**config.mk**
```make
export PLATFORM = sky130hd
export DESIGN_NAME = tig_irq_ctrl
export DESIGN_NICKNAME = d
export VERILOG_FILES = /design/src/hw/tig_pkg.sv /design/src/hw/tig_irq_ctrl.sv /design/src/hw/tig_pin_event.sv
export VERILOG_INCLUDE_DIRS = /design/src /design/src/hw
export SDC_FILE = /design/constraint.sdc
export NUM_CORES = 1
export LEC_CHECK = 0
export BUFFER_PORTS_ARGS = -buffer_cell sky130_fd_sc_hd__buf_2
export CAP_MARGIN = 20
export CORE_MARGIN = 2
export CORE_UTILIZATION = 55
export DETAILED_ROUTE_END_ITERATION = 7
export HOLD_SLACK_MARGIN = 0.08
export MAX_ROUTING_LAYER = met4
export PLACE_DENSITY_LB_ADDON = 0.3
export SYNTH_ARGS = -nofsm -noshare
export SYNTH_HDL_FRONTEND = slang
export SYNTH_SLANG_ARGS = --single-unit
```
**constraint.sdc**
```tcl
create_clock -name clock -period 4.35 [get_ports clock]
set_clock_uncertainty 0.05 [all_clocks]
set_input_delay 0.2175 -clock clock [delete_from_list [all_inputs] [get_ports clock]]
set_output_delay 0.2175 -clock clock [all_outputs]
set_load 0.03 [all_outputs]
```
**src/hw/tig_defs.svh**
```systemverilog
// Constants for the touch interrupt and pin controller: register offsets,
// field positions, mode codes and reset values.
// Assumes inclusion by bare name from the package and the modules.
`ifndef TIG_DEFS_SVH
`define TIG_DEFS_SVH

// ----------------------------------------
// Register offsets (10-bit register address)
// ----------------------------------------
`define TIG_ADDR_TOUCH_EN_A    10'h005
`define TIG_ADDR_TOUCH_EN_B    10'h006
`define TIG_ADDR_CONV_EN       10'h007
`define TIG_ADDR_TOUCH_ST_A    10'h008
`define TIG_ADDR_TOUCH_ST_B    10'h009
`define TIG_ADDR_CONV_ST       10'h00A

// ----------------------------------------
// Field positions
// ----------------------------------------
`define TIG_SETUP_HI           13
`define TIG_SETUP_LO           12
`define TIG_TRIG_HI            15
`define TIG_TRIG_LO            14
`define TIG_PIN_EN_BIT         12
`define TIG_PIN_ST_BIT         12
`define TIG_NUM_STAGES         12

// ----------------------------------------
// Mode codes
// ----------------------------------------
`define TIG_SETUP_OFF          2'h0
`define TIG_SETUP_IN           2'h1
`define TIG_SETUP_OUT_LO       2'h2
`define TIG_SETUP_OUT_HI       2'h3
`define TIG_TRIG_LOW_LVL       2'h0
`define TIG_TRIG_RISE          2'h1
`define TIG_TRIG_FALL          2'h2
`define TIG_TRIG_HIGH_LVL      2'h3

// ----------------------------------------
// Reset values
// ----------------------------------------
`define TIG_RST_WORD           16'h0000
`define TIG_RST_STAGES         12'h000

`endif

```
**src/hw/tig_pkg.sv**
```systemverilog
// Types shared by the touch interrupt and pin controller.
// Assumes tig_defs.svh is on the include path.
`include "tig_defs.svh"

package tig_pkg;
    // Pin input trigger modes
    typedef enum logic [1:0] {
        TIG_TRIG_LOW_LVL_E,
        TIG_TRIG_RISE_E,
        TIG_TRIG_FALL_E,
        TIG_TRIG_HIGH_LVL_E
    } tig_trig_type;

    // State of the pin event detector
    typedef struct packed {
        logic sync1;   // First synchroniser stage
        logic sync2;   // Second synchroniser stage
        logic prev;    // Previous synchronised sample
        logic event_q; // Registered trigger condition
        logic active;  // Condition still present
    } tig_pin_state_type;
endpackage

```
**src/hw/tig_irq_ctrl.sv**
```systemverilog
// Interrupt aggregation and pin control for the touch controller.
// Assumes the serial host interface delivers a register address strobe
// as soon as the read address is known, and data strobes afterwards.
`timescale 1ns/1ps
`include "tig_defs.svh"

module tig_irq_ctrl import tig_pkg::*; (
    input wire logic clock,
    input wire logic sys_rst,
    // Register access from the serial host interface
    input wire logic reg_addr_valid,  // Pulse: read/write address established
    input wire logic reg_read,        // Access is a read
    input wire logic [9:0] reg_addr,  // Register address
    input wire logic reg_wr_en,       // Pulse: write data word ready
    input wire logic [15:0] reg_wdata,
    output logic [15:0] reg_rdata,    // Read data, valid from cycle after address
    // Event sources from the conversion and threshold logic
    input wire logic [11:0] stage_done,    // Pulse per stage: conversion complete
    input wire logic [11:0] stage_done_hold, // Completion condition still present
    input wire logic [11:0] touch_active_a,  // Present activation, first group
    input wire logic [11:0] touch_active_b,  // Present activation, second group
    // Interrupt pin, open drain
    output logic irq_n_out,           // Always low when driving
    output logic irq_n_oe,            // High while pulling line low
    // General-purpose pin
    input wire logic gpio_in,
    output logic gpio_out,
    output logic gpio_oe
);

    // ------------------------------------------------
    // State
    // ------------------------------------------------
    typedef struct packed {
        logic [15:0] touch_en_a;   // Touch enables, first group
        logic [15:0] touch_en_b;   // Touch enables, second group, plus pin setup
        logic [15:0] conv_en;      // Completion enables plus pin enable
        logic [11:0] conv_st;      // Sticky completion status
        logic pin_st;              // Sticky pin status
        logic [11:0] touch_seen_a; // Activation snapshot last reported
        logic [11:0] touch_seen_b;
        logic touch_pend;          // Touch change awaiting a status read
        logic [15:0] rdata;        // Read data output register
        logic irq_oe;              // Interrupt pin drive
        logic gpio_o;              // Pin output level
        logic gpio_e;              // Pin output enable
    } tig_ctrl_type;

    tig_ctrl_type ctrl_reg, ctrl_next;

    // Pin detector wiring
    logic pin_trig;        // Pin condition hit
    logic pin_active;      // Pin level condition still present
    logic pin_armed;       // Pin configured as input
    logic [1:0] pin_setup; // Pin mode field
    logic [1:0] pin_trig_mode;

    // Setup field sits in the touch enable register
    assign pin_setup = ctrl_reg.touch_en_b[`TIG_SETUP_HI:`TIG_SETUP_LO];
    assign pin_trig_mode = ctrl_reg.touch_en_b[`TIG_TRIG_HI:`TIG_TRIG_LO];
    assign pin_armed = (pin_setup == `TIG_SETUP_IN);

    // ------------------------------------------------
    // Pin event detection
    // ------------------------------------------------
    tig_pin_event u_pin_event (
        .clock(clock),
        .sys_rst(sys_rst),
        .pin_in(gpio_in),
        .armed(pin_armed),
        .trig_mode(pin_trig_mode),
        .trig_pulse(pin_trig),
        .cond_active(pin_active)
    );

    // ------------------------------------------------
    // Next state
    // ------------------------------------------------
    logic rd_touch;      // Read of either touch status register
    logic rd_conv;       // Read of completion status
    logic touch_change;  // Any activation differs from last reported
    logic [11:0] conv_en_stages;
    logic any_irq;

    always_comb begin
        ctrl_next = ctrl_reg;
        conv_en_stages = ctrl_reg.conv_en[`TIG_NUM_STAGES-1:0];

        // Reads clear status as soon as the address is set up
        rd_conv = reg_addr_valid & reg_read & (reg_addr == `TIG_ADDR_CONV_ST);
        rd_touch = reg_addr_valid & reg_read &
            ((reg_addr == `TIG_ADDR_TOUCH_ST_A) | (reg_addr == `TIG_ADDR_TOUCH_ST_B));

        // Touch start and end both show as a change
        touch_change = (touch_active_a != ctrl_reg.touch_seen_a) |
            (touch_active_b != ctrl_reg.touch_seen_b);

        // Register writes steer enables and pin setup
        if (reg_wr_en) begin
            case (reg_addr)
                `TIG_ADDR_TOUCH_EN_A: begin
                    ctrl_next.touch_en_a = reg_wdata;
                end
                `TIG_ADDR_TOUCH_EN_B: begin
                    ctrl_next.touch_en_b = reg_wdata;
                end
                `TIG_ADDR_CONV_EN: begin
                    ctrl_next.conv_en = reg_wdata;
                end
                default: begin
                    // Status and unmapped writes are ignored
                end
            endcase
        end

        // Completion status: clear on read only where condition gone,
        // then any new completion sets, so set wins over clear
        if (rd_conv) begin
            ctrl_next.conv_st = ctrl_reg.conv_st & stage_done_hold;
        end
        ctrl_next.conv_st = ctrl_next.conv_st | stage_done;

        // Pin status: same clear rule, level condition keeps it set
        if (rd_conv) begin
            ctrl_next.pin_st = ctrl_reg.pin_st & pin_active;
        end
        if (pin_trig) begin
            ctrl_next.pin_st = 1'b1;
        end

        // Touch pending until status is read; a change on the read
        // cycle still re-arms it
        if (rd_touch) begin
            ctrl_next.touch_pend = 1'b0;
        end
        if (touch_change) begin
            ctrl_next.touch_pend = 1'b1;
            ctrl_next.touch_seen_a = touch_active_a;
            ctrl_next.touch_seen_b = touch_active_b;
        end

        // Read data: touch status is present activation, not history
        ctrl_next.rdata = ctrl_reg.rdata;
        if (reg_addr_valid & reg_read) begin
            case (reg_addr)
                `TIG_ADDR_TOUCH_EN_A: begin
                    ctrl_next.rdata = ctrl_reg.touch_en_a;
                end
                `TIG_ADDR_TOUCH_EN_B: begin
                    ctrl_next.rdata = ctrl_reg.touch_en_b;
                end
                `TIG_ADDR_CONV_EN: begin
                    ctrl_next.rdata = ctrl_reg.conv_en;
                end
                `TIG_ADDR_TOUCH_ST_A: begin
                    ctrl_next.rdata = {4'h0,
                        touch_active_a & ctrl_reg.touch_en_a[`TIG_NUM_STAGES-1:0]};
                end
                `TIG_ADDR_TOUCH_ST_B: begin
                    ctrl_next.rdata = {4'h0,
                        touch_active_b & ctrl_reg.touch_en_b[`TIG_NUM_STAGES-1:0]};
                end
                `TIG_ADDR_CONV_ST: begin
                    ctrl_next.rdata = {3'h0, ctrl_reg.pin_st, ctrl_reg.conv_st};
                end
                default: begin
                    // Unmapped address reads as zero
                    ctrl_next.rdata = `TIG_RST_WORD;
                end
            endcase
        end

        // OR of enabled completion and pin sources and of touch_pend, which no enable masks, onto the line
        any_irq = (|(ctrl_next.conv_st & conv_en_stages)) |
            (ctrl_next.pin_st & ctrl_reg.conv_en[`TIG_PIN_EN_BIT]) |
            ctrl_next.touch_pend;
        // Open drain: only ever pull low
        ctrl_next.irq_oe = any_irq;

        // Pin output drive per setup field
        case (pin_setup)
            `TIG_SETUP_OUT_LO: begin
                ctrl_next.gpio_o = 1'b0;
                ctrl_next.gpio_e = 1'b1;
            end
            `TIG_SETUP_OUT_HI: begin
                ctrl_next.gpio_o = 1'b1;
                ctrl_next.gpio_e = 1'b1;
            end
            default: begin
                // Disabled or input: pin released
                ctrl_next.gpio_o = 1'b0;
                ctrl_next.gpio_e = 1'b0;
            end
        endcase
    end

    // ------------------------------------------------
    // State register
    // ------------------------------------------------
    always_ff @(posedge clock or posedge sys_rst) begin
        if (sys_rst) begin
            ctrl_reg <= '0;
        end else begin
            ctrl_reg <= ctrl_next;
        end
    end

    // Outputs straight from flip-flops, except irq_n_out, which is tied low
    assign reg_rdata = ctrl_reg.rdata;
    assign irq_n_out = 1'b0;
    assign irq_n_oe = ctrl_reg.irq_oe;
    assign gpio_out = ctrl_reg.gpio_o;
    assign gpio_oe = ctrl_reg.gpio_e;
endmodule

```
**src/hw/tig_pin_event.sv**
```systemverilog
// Pin trigger detector: synchronises the pin and flags the selected
// level or edge condition. Assumes one clock and an async high reset.
`timescale 1ns/1ps
`include "tig_defs.svh"

module tig_pin_event import tig_pkg::*; (
    input wire logic clock,
    input wire logic sys_rst,
    input wire logic pin_in,          // Raw pin level
    input wire logic armed,           // Pin configured as input
    input wire logic [1:0] trig_mode, // Trigger selection
    output logic trig_pulse,          // Condition hit this cycle
    output logic cond_active          // Condition still present
);
    tig_pin_state_type state_reg, state_next;
    logic s2;

    // --------------------------------------------
    // Next state
    // --------------------------------------------
    always_comb begin
        state_next = state_reg;
        s2 = state_reg.sync2;
        // First stage only feeds the second stage
        state_next.sync1 = pin_in;
        state_next.sync2 = state_reg.sync1;
        state_next.prev = s2;
        state_next.event_q = 1'b0;
        state_next.active = 1'b0;
        if (armed) begin
            case (trig_mode)
                `TIG_TRIG_LOW_LVL: begin
                    // Held for as long as pin is low
                    state_next.event_q = ~s2;
                    state_next.active = ~s2;
                end
                `TIG_TRIG_RISE: begin
                    // Successive samples compared
                    state_next.event_q = s2 & ~state_reg.prev;
                end
                `TIG_TRIG_FALL: begin
                    state_next.event_q = ~s2 & state_reg.prev;
                end
                `TIG_TRIG_HIGH_LVL: begin
                    state_next.event_q = s2;
                    state_next.active = s2;
                end
                default: begin
                    state_next.event_q = 1'b0;
                end
            endcase
        end
    end

    // --------------------------------------------
    // State register
    // --------------------------------------------
    always_ff @(posedge clock or posedge sys_rst) begin
        if (sys_rst) begin
            state_reg <= '0;
        end else begin
            state_reg <= state_next;
        end
    end

    assign trig_pulse = state_reg.event_q;
    assign cond_active = state_reg.active;
endmodule

```
# Yosys cells after proc, flatten, opt, wreduce, memory -nomap -nowiden

Index checks and enable logic that the tools add are counted.

Bitwise logic cells: 18
Muxes and demuxes: 10
Equality and inequality tests: 14
Reductions and logical operators: 5

Operators with widths:

| cell                | count |
|---|---|
| $pmux 16 s6         | 1 |
| $and 12x12->12      | 4 |
| $eq 10x3->1 const B | 3 |
| $eq 10x4->1 const B | 3 |
| $ne 12x12->1        | 2 |
| $mux 12             | 1 |
| $or 12x12->12       | 1 |
| $reduce_or 12->1    | 1 |
| $eq 2x2->1 const B  | 4 |
| $and 1x1->1         | 7 |
| $reduce_and 2->1    | 3 |
| $eq 2x1->1 const B  | 2 |
| $mux 1              | 4 |
| $or 1x1->1          | 4 |
| $pmux 1 s4          | 1 |
| $pmux 2 s2          | 1 |
| $logic_not 2->1     | 1 |
| $mux 2              | 1 |
| $not 1->1           | 2 |
| $pmux 1 s2          | 1 |

Output and inout port bits: 20
Bits in registers: 110

# Depth between registers and ports, before layout

Depth in word-level cells: 8
Mapped depth: 8
Gate-level depth less buffers: 5

# By module

From an unflattened synthesis, not the netlist that was laid out.

Cells, all modules: 459
Area total of the unflattened synthesis: 5,156.2 um^2

Modules (own cells, without submodules):

| module        | area each (um^2) | cells an instance | times used | sequential area each (um^2) |
|---|---|---|---|---|
| tig_irq_ctrl  | 4,979.8          | 444               | 1          | 2,627.5 |
| tig_pin_event | 176.4            | 15                | 1          | 125.1 |

# Worst setup path after synthesis

No wires, ideal clock.

Path kind: input -> register
Start: in reg_addr[5]
End: reg ctrl_reg[73] (netlist bit)
Stages on the path: 8
Path buffers: 3
Arrival: 2,033 ps
Path slack: 2,142 ps
Setup time: 125 ps
Path through: or4_4 > buf_6 > or2_1 > buf_6 > nor3_4 > nand2_4 > buf_6 > mux2_4

Word-level cells in the longest chain between the ends: 2

RTL lines:

| item                              | RTL line            | RTL |
|---|---|---|
| start: declaration                | tig_irq_ctrl.sv:13  | `input wire logic [9:0] reg_addr,` |
| $eq 10x3->1                       | tig_irq_ctrl.sv:100 | `case (reg_addr)` |
| $reduce_and 2->1 (no source line) | --                  |  |
| end signal: assignment            | tig_irq_ctrl.sv:205 | `ctrl_reg <= ctrl_next;` |
| end: declaration                  | tig_irq_ctrl.sv:49  | `tig_ctrl_type ctrl_reg, ctrl_next;` |

No other way between the ends.
A chain may end at the register's enable or synchronous reset.

# Final worst setup path

Start: in reg_addr[2]
End: reg ctrl_reg (netlist bit irq_n_oe)

Word-level cells in the longest chain between the ends: 8
Elaborated cells on any way between the ends: 17

RTL lines:

| item             | RTL line            | RTL |
|---|---|---|
| $eq 10x4->1      | --                  |  |
| $and 1x1->1      | tig_irq_ctrl.sv:90  | `` rd_conv = reg_addr_valid & reg_read & (reg_addr == `TIG_ADDR_CONV_ST); `` |
| $mux 12          | tig_irq_ctrl.sv:118 | `if (rd_conv) begin` |
| $or 12x12->12    | tig_irq_ctrl.sv:121 | `ctrl_next.conv_st = ctrl_next.conv_st \| stage_done;` |
| $and 12x12->12   | tig_irq_ctrl.sv:174 | `any_irq = (\|(ctrl_next.conv_st & conv_en_stages)) \|` |
| $reduce_or 12->1 | tig_irq_ctrl.sv:174 |  |
| $or 1x1->1       | tig_irq_ctrl.sv:174 |  |
| $or 1x1->1 *     | tig_irq_ctrl.sv:174 |  |
| net any_irq      | tig_irq_ctrl.sv:83  | `logic any_irq;` |

Mark *: on every way through the listed nets, which the timed path passes. The rest lies on a longest branch.

==> metrics <==
chip width between 100 and 150 um; NumNets Final around 640; asr flop ratio synth 100%; Post-Syn Nets 534; Synth Area in Adders 0%; ANT cells 0; die area between 10,000 and 15,000 um2; CTS resizes 0; static leakage 2.87 nW; compound-cell area share of the yosys netlist between 10% and 20%; Final setup viols 0; detailed-route wire length per cell around 19 um; Num CTS Buffers 9; DRC violations left 0; # clock sinks 110; Starting Density between 50% and 60%; Root Buffer clkbuf_8; Hold WC Path Type in2reg; fin. max-slew vios 0; initial antenna violation count 0; post-synth cell types 53; post-detail-place hpwl 9350 um; Max Freq between 400 and 500 MHz; simple-gate share of the synthesized area between 10% and 20%; RSZ-0062 raised after global routing false; Placer Congestion about 0.88; Sw Ratio 27.4%; status finished clean; Worst Path Arrival about 2.6 ns; warnings from Yosys 0; ys flop type dfrtp_1; setup_tns 0 ns; P&R area growth vs syn 20.1%; Critical Path Fanout Max 13; Worst slew margin 34.4%; Syn Area/Cell around 12 um2; CTS HTree Levels 3; final hold vios 0; pin count of the biggest net entering global routing 73; count of antenna-violating nets left after detailed routing 0; Synth Register Bits 110; post-DR vias/cell 5.70; Flop pwr share a little under three fifths; TritonCTS clock tree built; Tcrit/Tclk final a little over half; Mapped Cells 454; Pre-antenna DRT Iters 4; Die Ht ~100 um; core area just over 9000 um2; synthesized cell area roughly 5200 um2; first-pass GRT wire length 20,800 um; IO Count 100; final WL approximately 13,000 um; clock power share ~31%; Slew @ Worst Pin ~0.97 ns; vias in the first global route a little under 4,000; post-synthesis mux area share between 10% and 20%; Largest register FFs 74; gr usage total 27.6%; 1st-iter DRT viols ~220; grt ovf 0; endpoint class of the critical path flip-flop; CTS Buffer Depth 2; part of the Yosys area used for sequential elements between 50% and 60%; Post-Synth XOR/XNOR Area 4.01%; crit start category primary input; Power Dens Cells about 300 nW/um2; kind of critical path in2reg; layout cell share with drive strength beyond 1 between 30 and 40%; fin crit period 2.39 ns; P_int approximately 1.4 mW; Clk Latency, worst-skew pair 0.38 ns; Power Total around 1.9 mW; CTS clk-pin slew, worst paths ~0.11 ns; vias post-DR 3,937; post-CTS setup buffers 0; number of max-cap violations 0; VDD IR-drop max around 0.28 mV; Comb pwr share about an eighth; reported net switching power ~0.52 mW; number of flops mapped to enable cells by yosys 0; largest family of logic cells by synthesized area simple AND/OR/NAND/NOR gates; Cell Rows 35; PortBufs a little under 100; worst reg-to-reg setup slack 2.26 ns; CP required 4.52 ns
==> cell type report <==
cell class / count / area [um2]
Sequential cell: 110 / 2750
Clock buffer: 9 / 124
Tap cell: 129 / 161
Clock inverter: 6 / 53.8
Fill cell: 732 / 2940
Inverter: 1 / 6.26
Multi-Input combinational cell: 285 / 2190
Timing Repair Buffer: 151 / 1020
==> layout by cell type, fill, tap and decap left out, types with 5 or more instances in the layout <==
master,synthesis,final
clkbuf_8,0,9
nor2_1,19,19
dfrtp_1,110,110
a21o_1,8,8
a221o_1,6,6
nand3_1,7,7
a31oi_1,7,7
xor2_1,8,8
nand4_1,5,5
nor4b_1,6,6
a21boi_0,6,6
dlygate4sd3_1,0,51
a221oi_1,6,6
nand2b_1,7,7
or2_2,12,12
mux2_2,41,41
a21oi_1,12,12
mux2_4,10,10
o21ai_0,19,19
nand2_1,15,15
o21a_1,12,12
buf_2,3,98
and2_1,8,8
nor3b_1,8,8
o32a_1,6,6
nor4_1,5,5
xnor2_1,16,16
==> worst max-delay path, cell delays in order <==
cell,delay (ns)
buf_2,0.11
or4b_1,0.79
or3_1,0.68
o21a_1,0.30
nor4bb_1,0.27
nand4_1,0.18
==> cells in the mapped netlist, types with 10 or more instances <==
cell type | count | area share (%)
o21a_1 | 12 | 1.7
mux2_2 | 41 | 8.8
dfrtp_1 | 110 | 52
a21oi_1 | 12 | 1.1
nor2_1 | 19 | 1.4
nand2_1 | 15 | 1.1
or2_2 | 12 | 1.4
o21ai_0 | 19 | 1.8
clkbuf_1 | 34 | 2.4
buf_4 | 17 | 2.4
mux2_4 | 10 | 2.9
xnor2_1 | 16 | 2.7
==> stage by stage <==
stage          setup slack, ns  hold slack [ns]  instance area (um2)  utilization (%)  cells
2_1_floorplan             1.18            0.199                 5250                -    454
3_3_place_gp              1.59            0.280                 5610             60.7    625
3_5_place_dp              1.63            0.280                 5610             60.7    625
4_1_cts                   1.99           0.0812                 6280             68.0    689
5_1_grt                   1.88           0.0974                 6300             68.2    691
6_report                  1.96            0.100                 6300             68.2    691
==> metal layers <==
| layer | share of wire (%) | track usage, % |
|---|---|---|
| met1 | 45 | 36.8 |
| met2 | 49 | 44.1 |
| met5 | 0 | - |
| met4 | 1.3 | 6.55 |
| met3 | 5.1 | 5.18 |
==> power by group through the flow <==
stage          Sequential (mW)  Combinational [mW]  Clock (mW)
6_report                  1.08               0.247       0.580
5_1_grt                   1.08               0.269       0.629
4_1_cts                   1.08               0.246       0.586
3_5_place_dp              1.10               0.212           0
3_3_place_gp              1.09               0.209           0
2_1_floorplan             1.09               0.143           0
==> logic make-up after synthesis <==
logic type / Yosys count
XOR/XNOR: 24
other: 1
AO/OA/AOI/OAI: 95
buffers and inverters: 59
flip-flops: 110
multiplexers: 52
AND/OR/NAND/NOR: 113
==> final timing paths <==
path                                                      from                       end  depth (start not counted)
hold reg to reg            u_pin_event.state_next[3]$_DFF_PP0_  u_pin_event.s2$_DFF_PP0_                          0
setup / recovery                                   reg_addr[2]        irq_n_oe$_DFF_PP0_                          6
setup reg to reg                      ctrl_reg[31]$_DFFE_PP0P_        irq_n_oe$_DFF_PP0_                          5
max in group asynchronous                              sys_rst  reg_rdata[2]$_DFFE_PP0P_                          4
hold / removal                              stage_done_hold[6]    ctrl_reg[51]$_DFF_PP0_                          3
min in group asynchronous                              sys_rst  ctrl_reg[39]$_DFFE_PP0P_                          3
==> what timing repair did <==
item                                    in CTS  in global routing
hold buffers                                49                  2
endpoints found under the setup margin       0                  0
hold endpoints to repair                   137                  4
No activity file was read; power rests on OpenSTA's default activity.
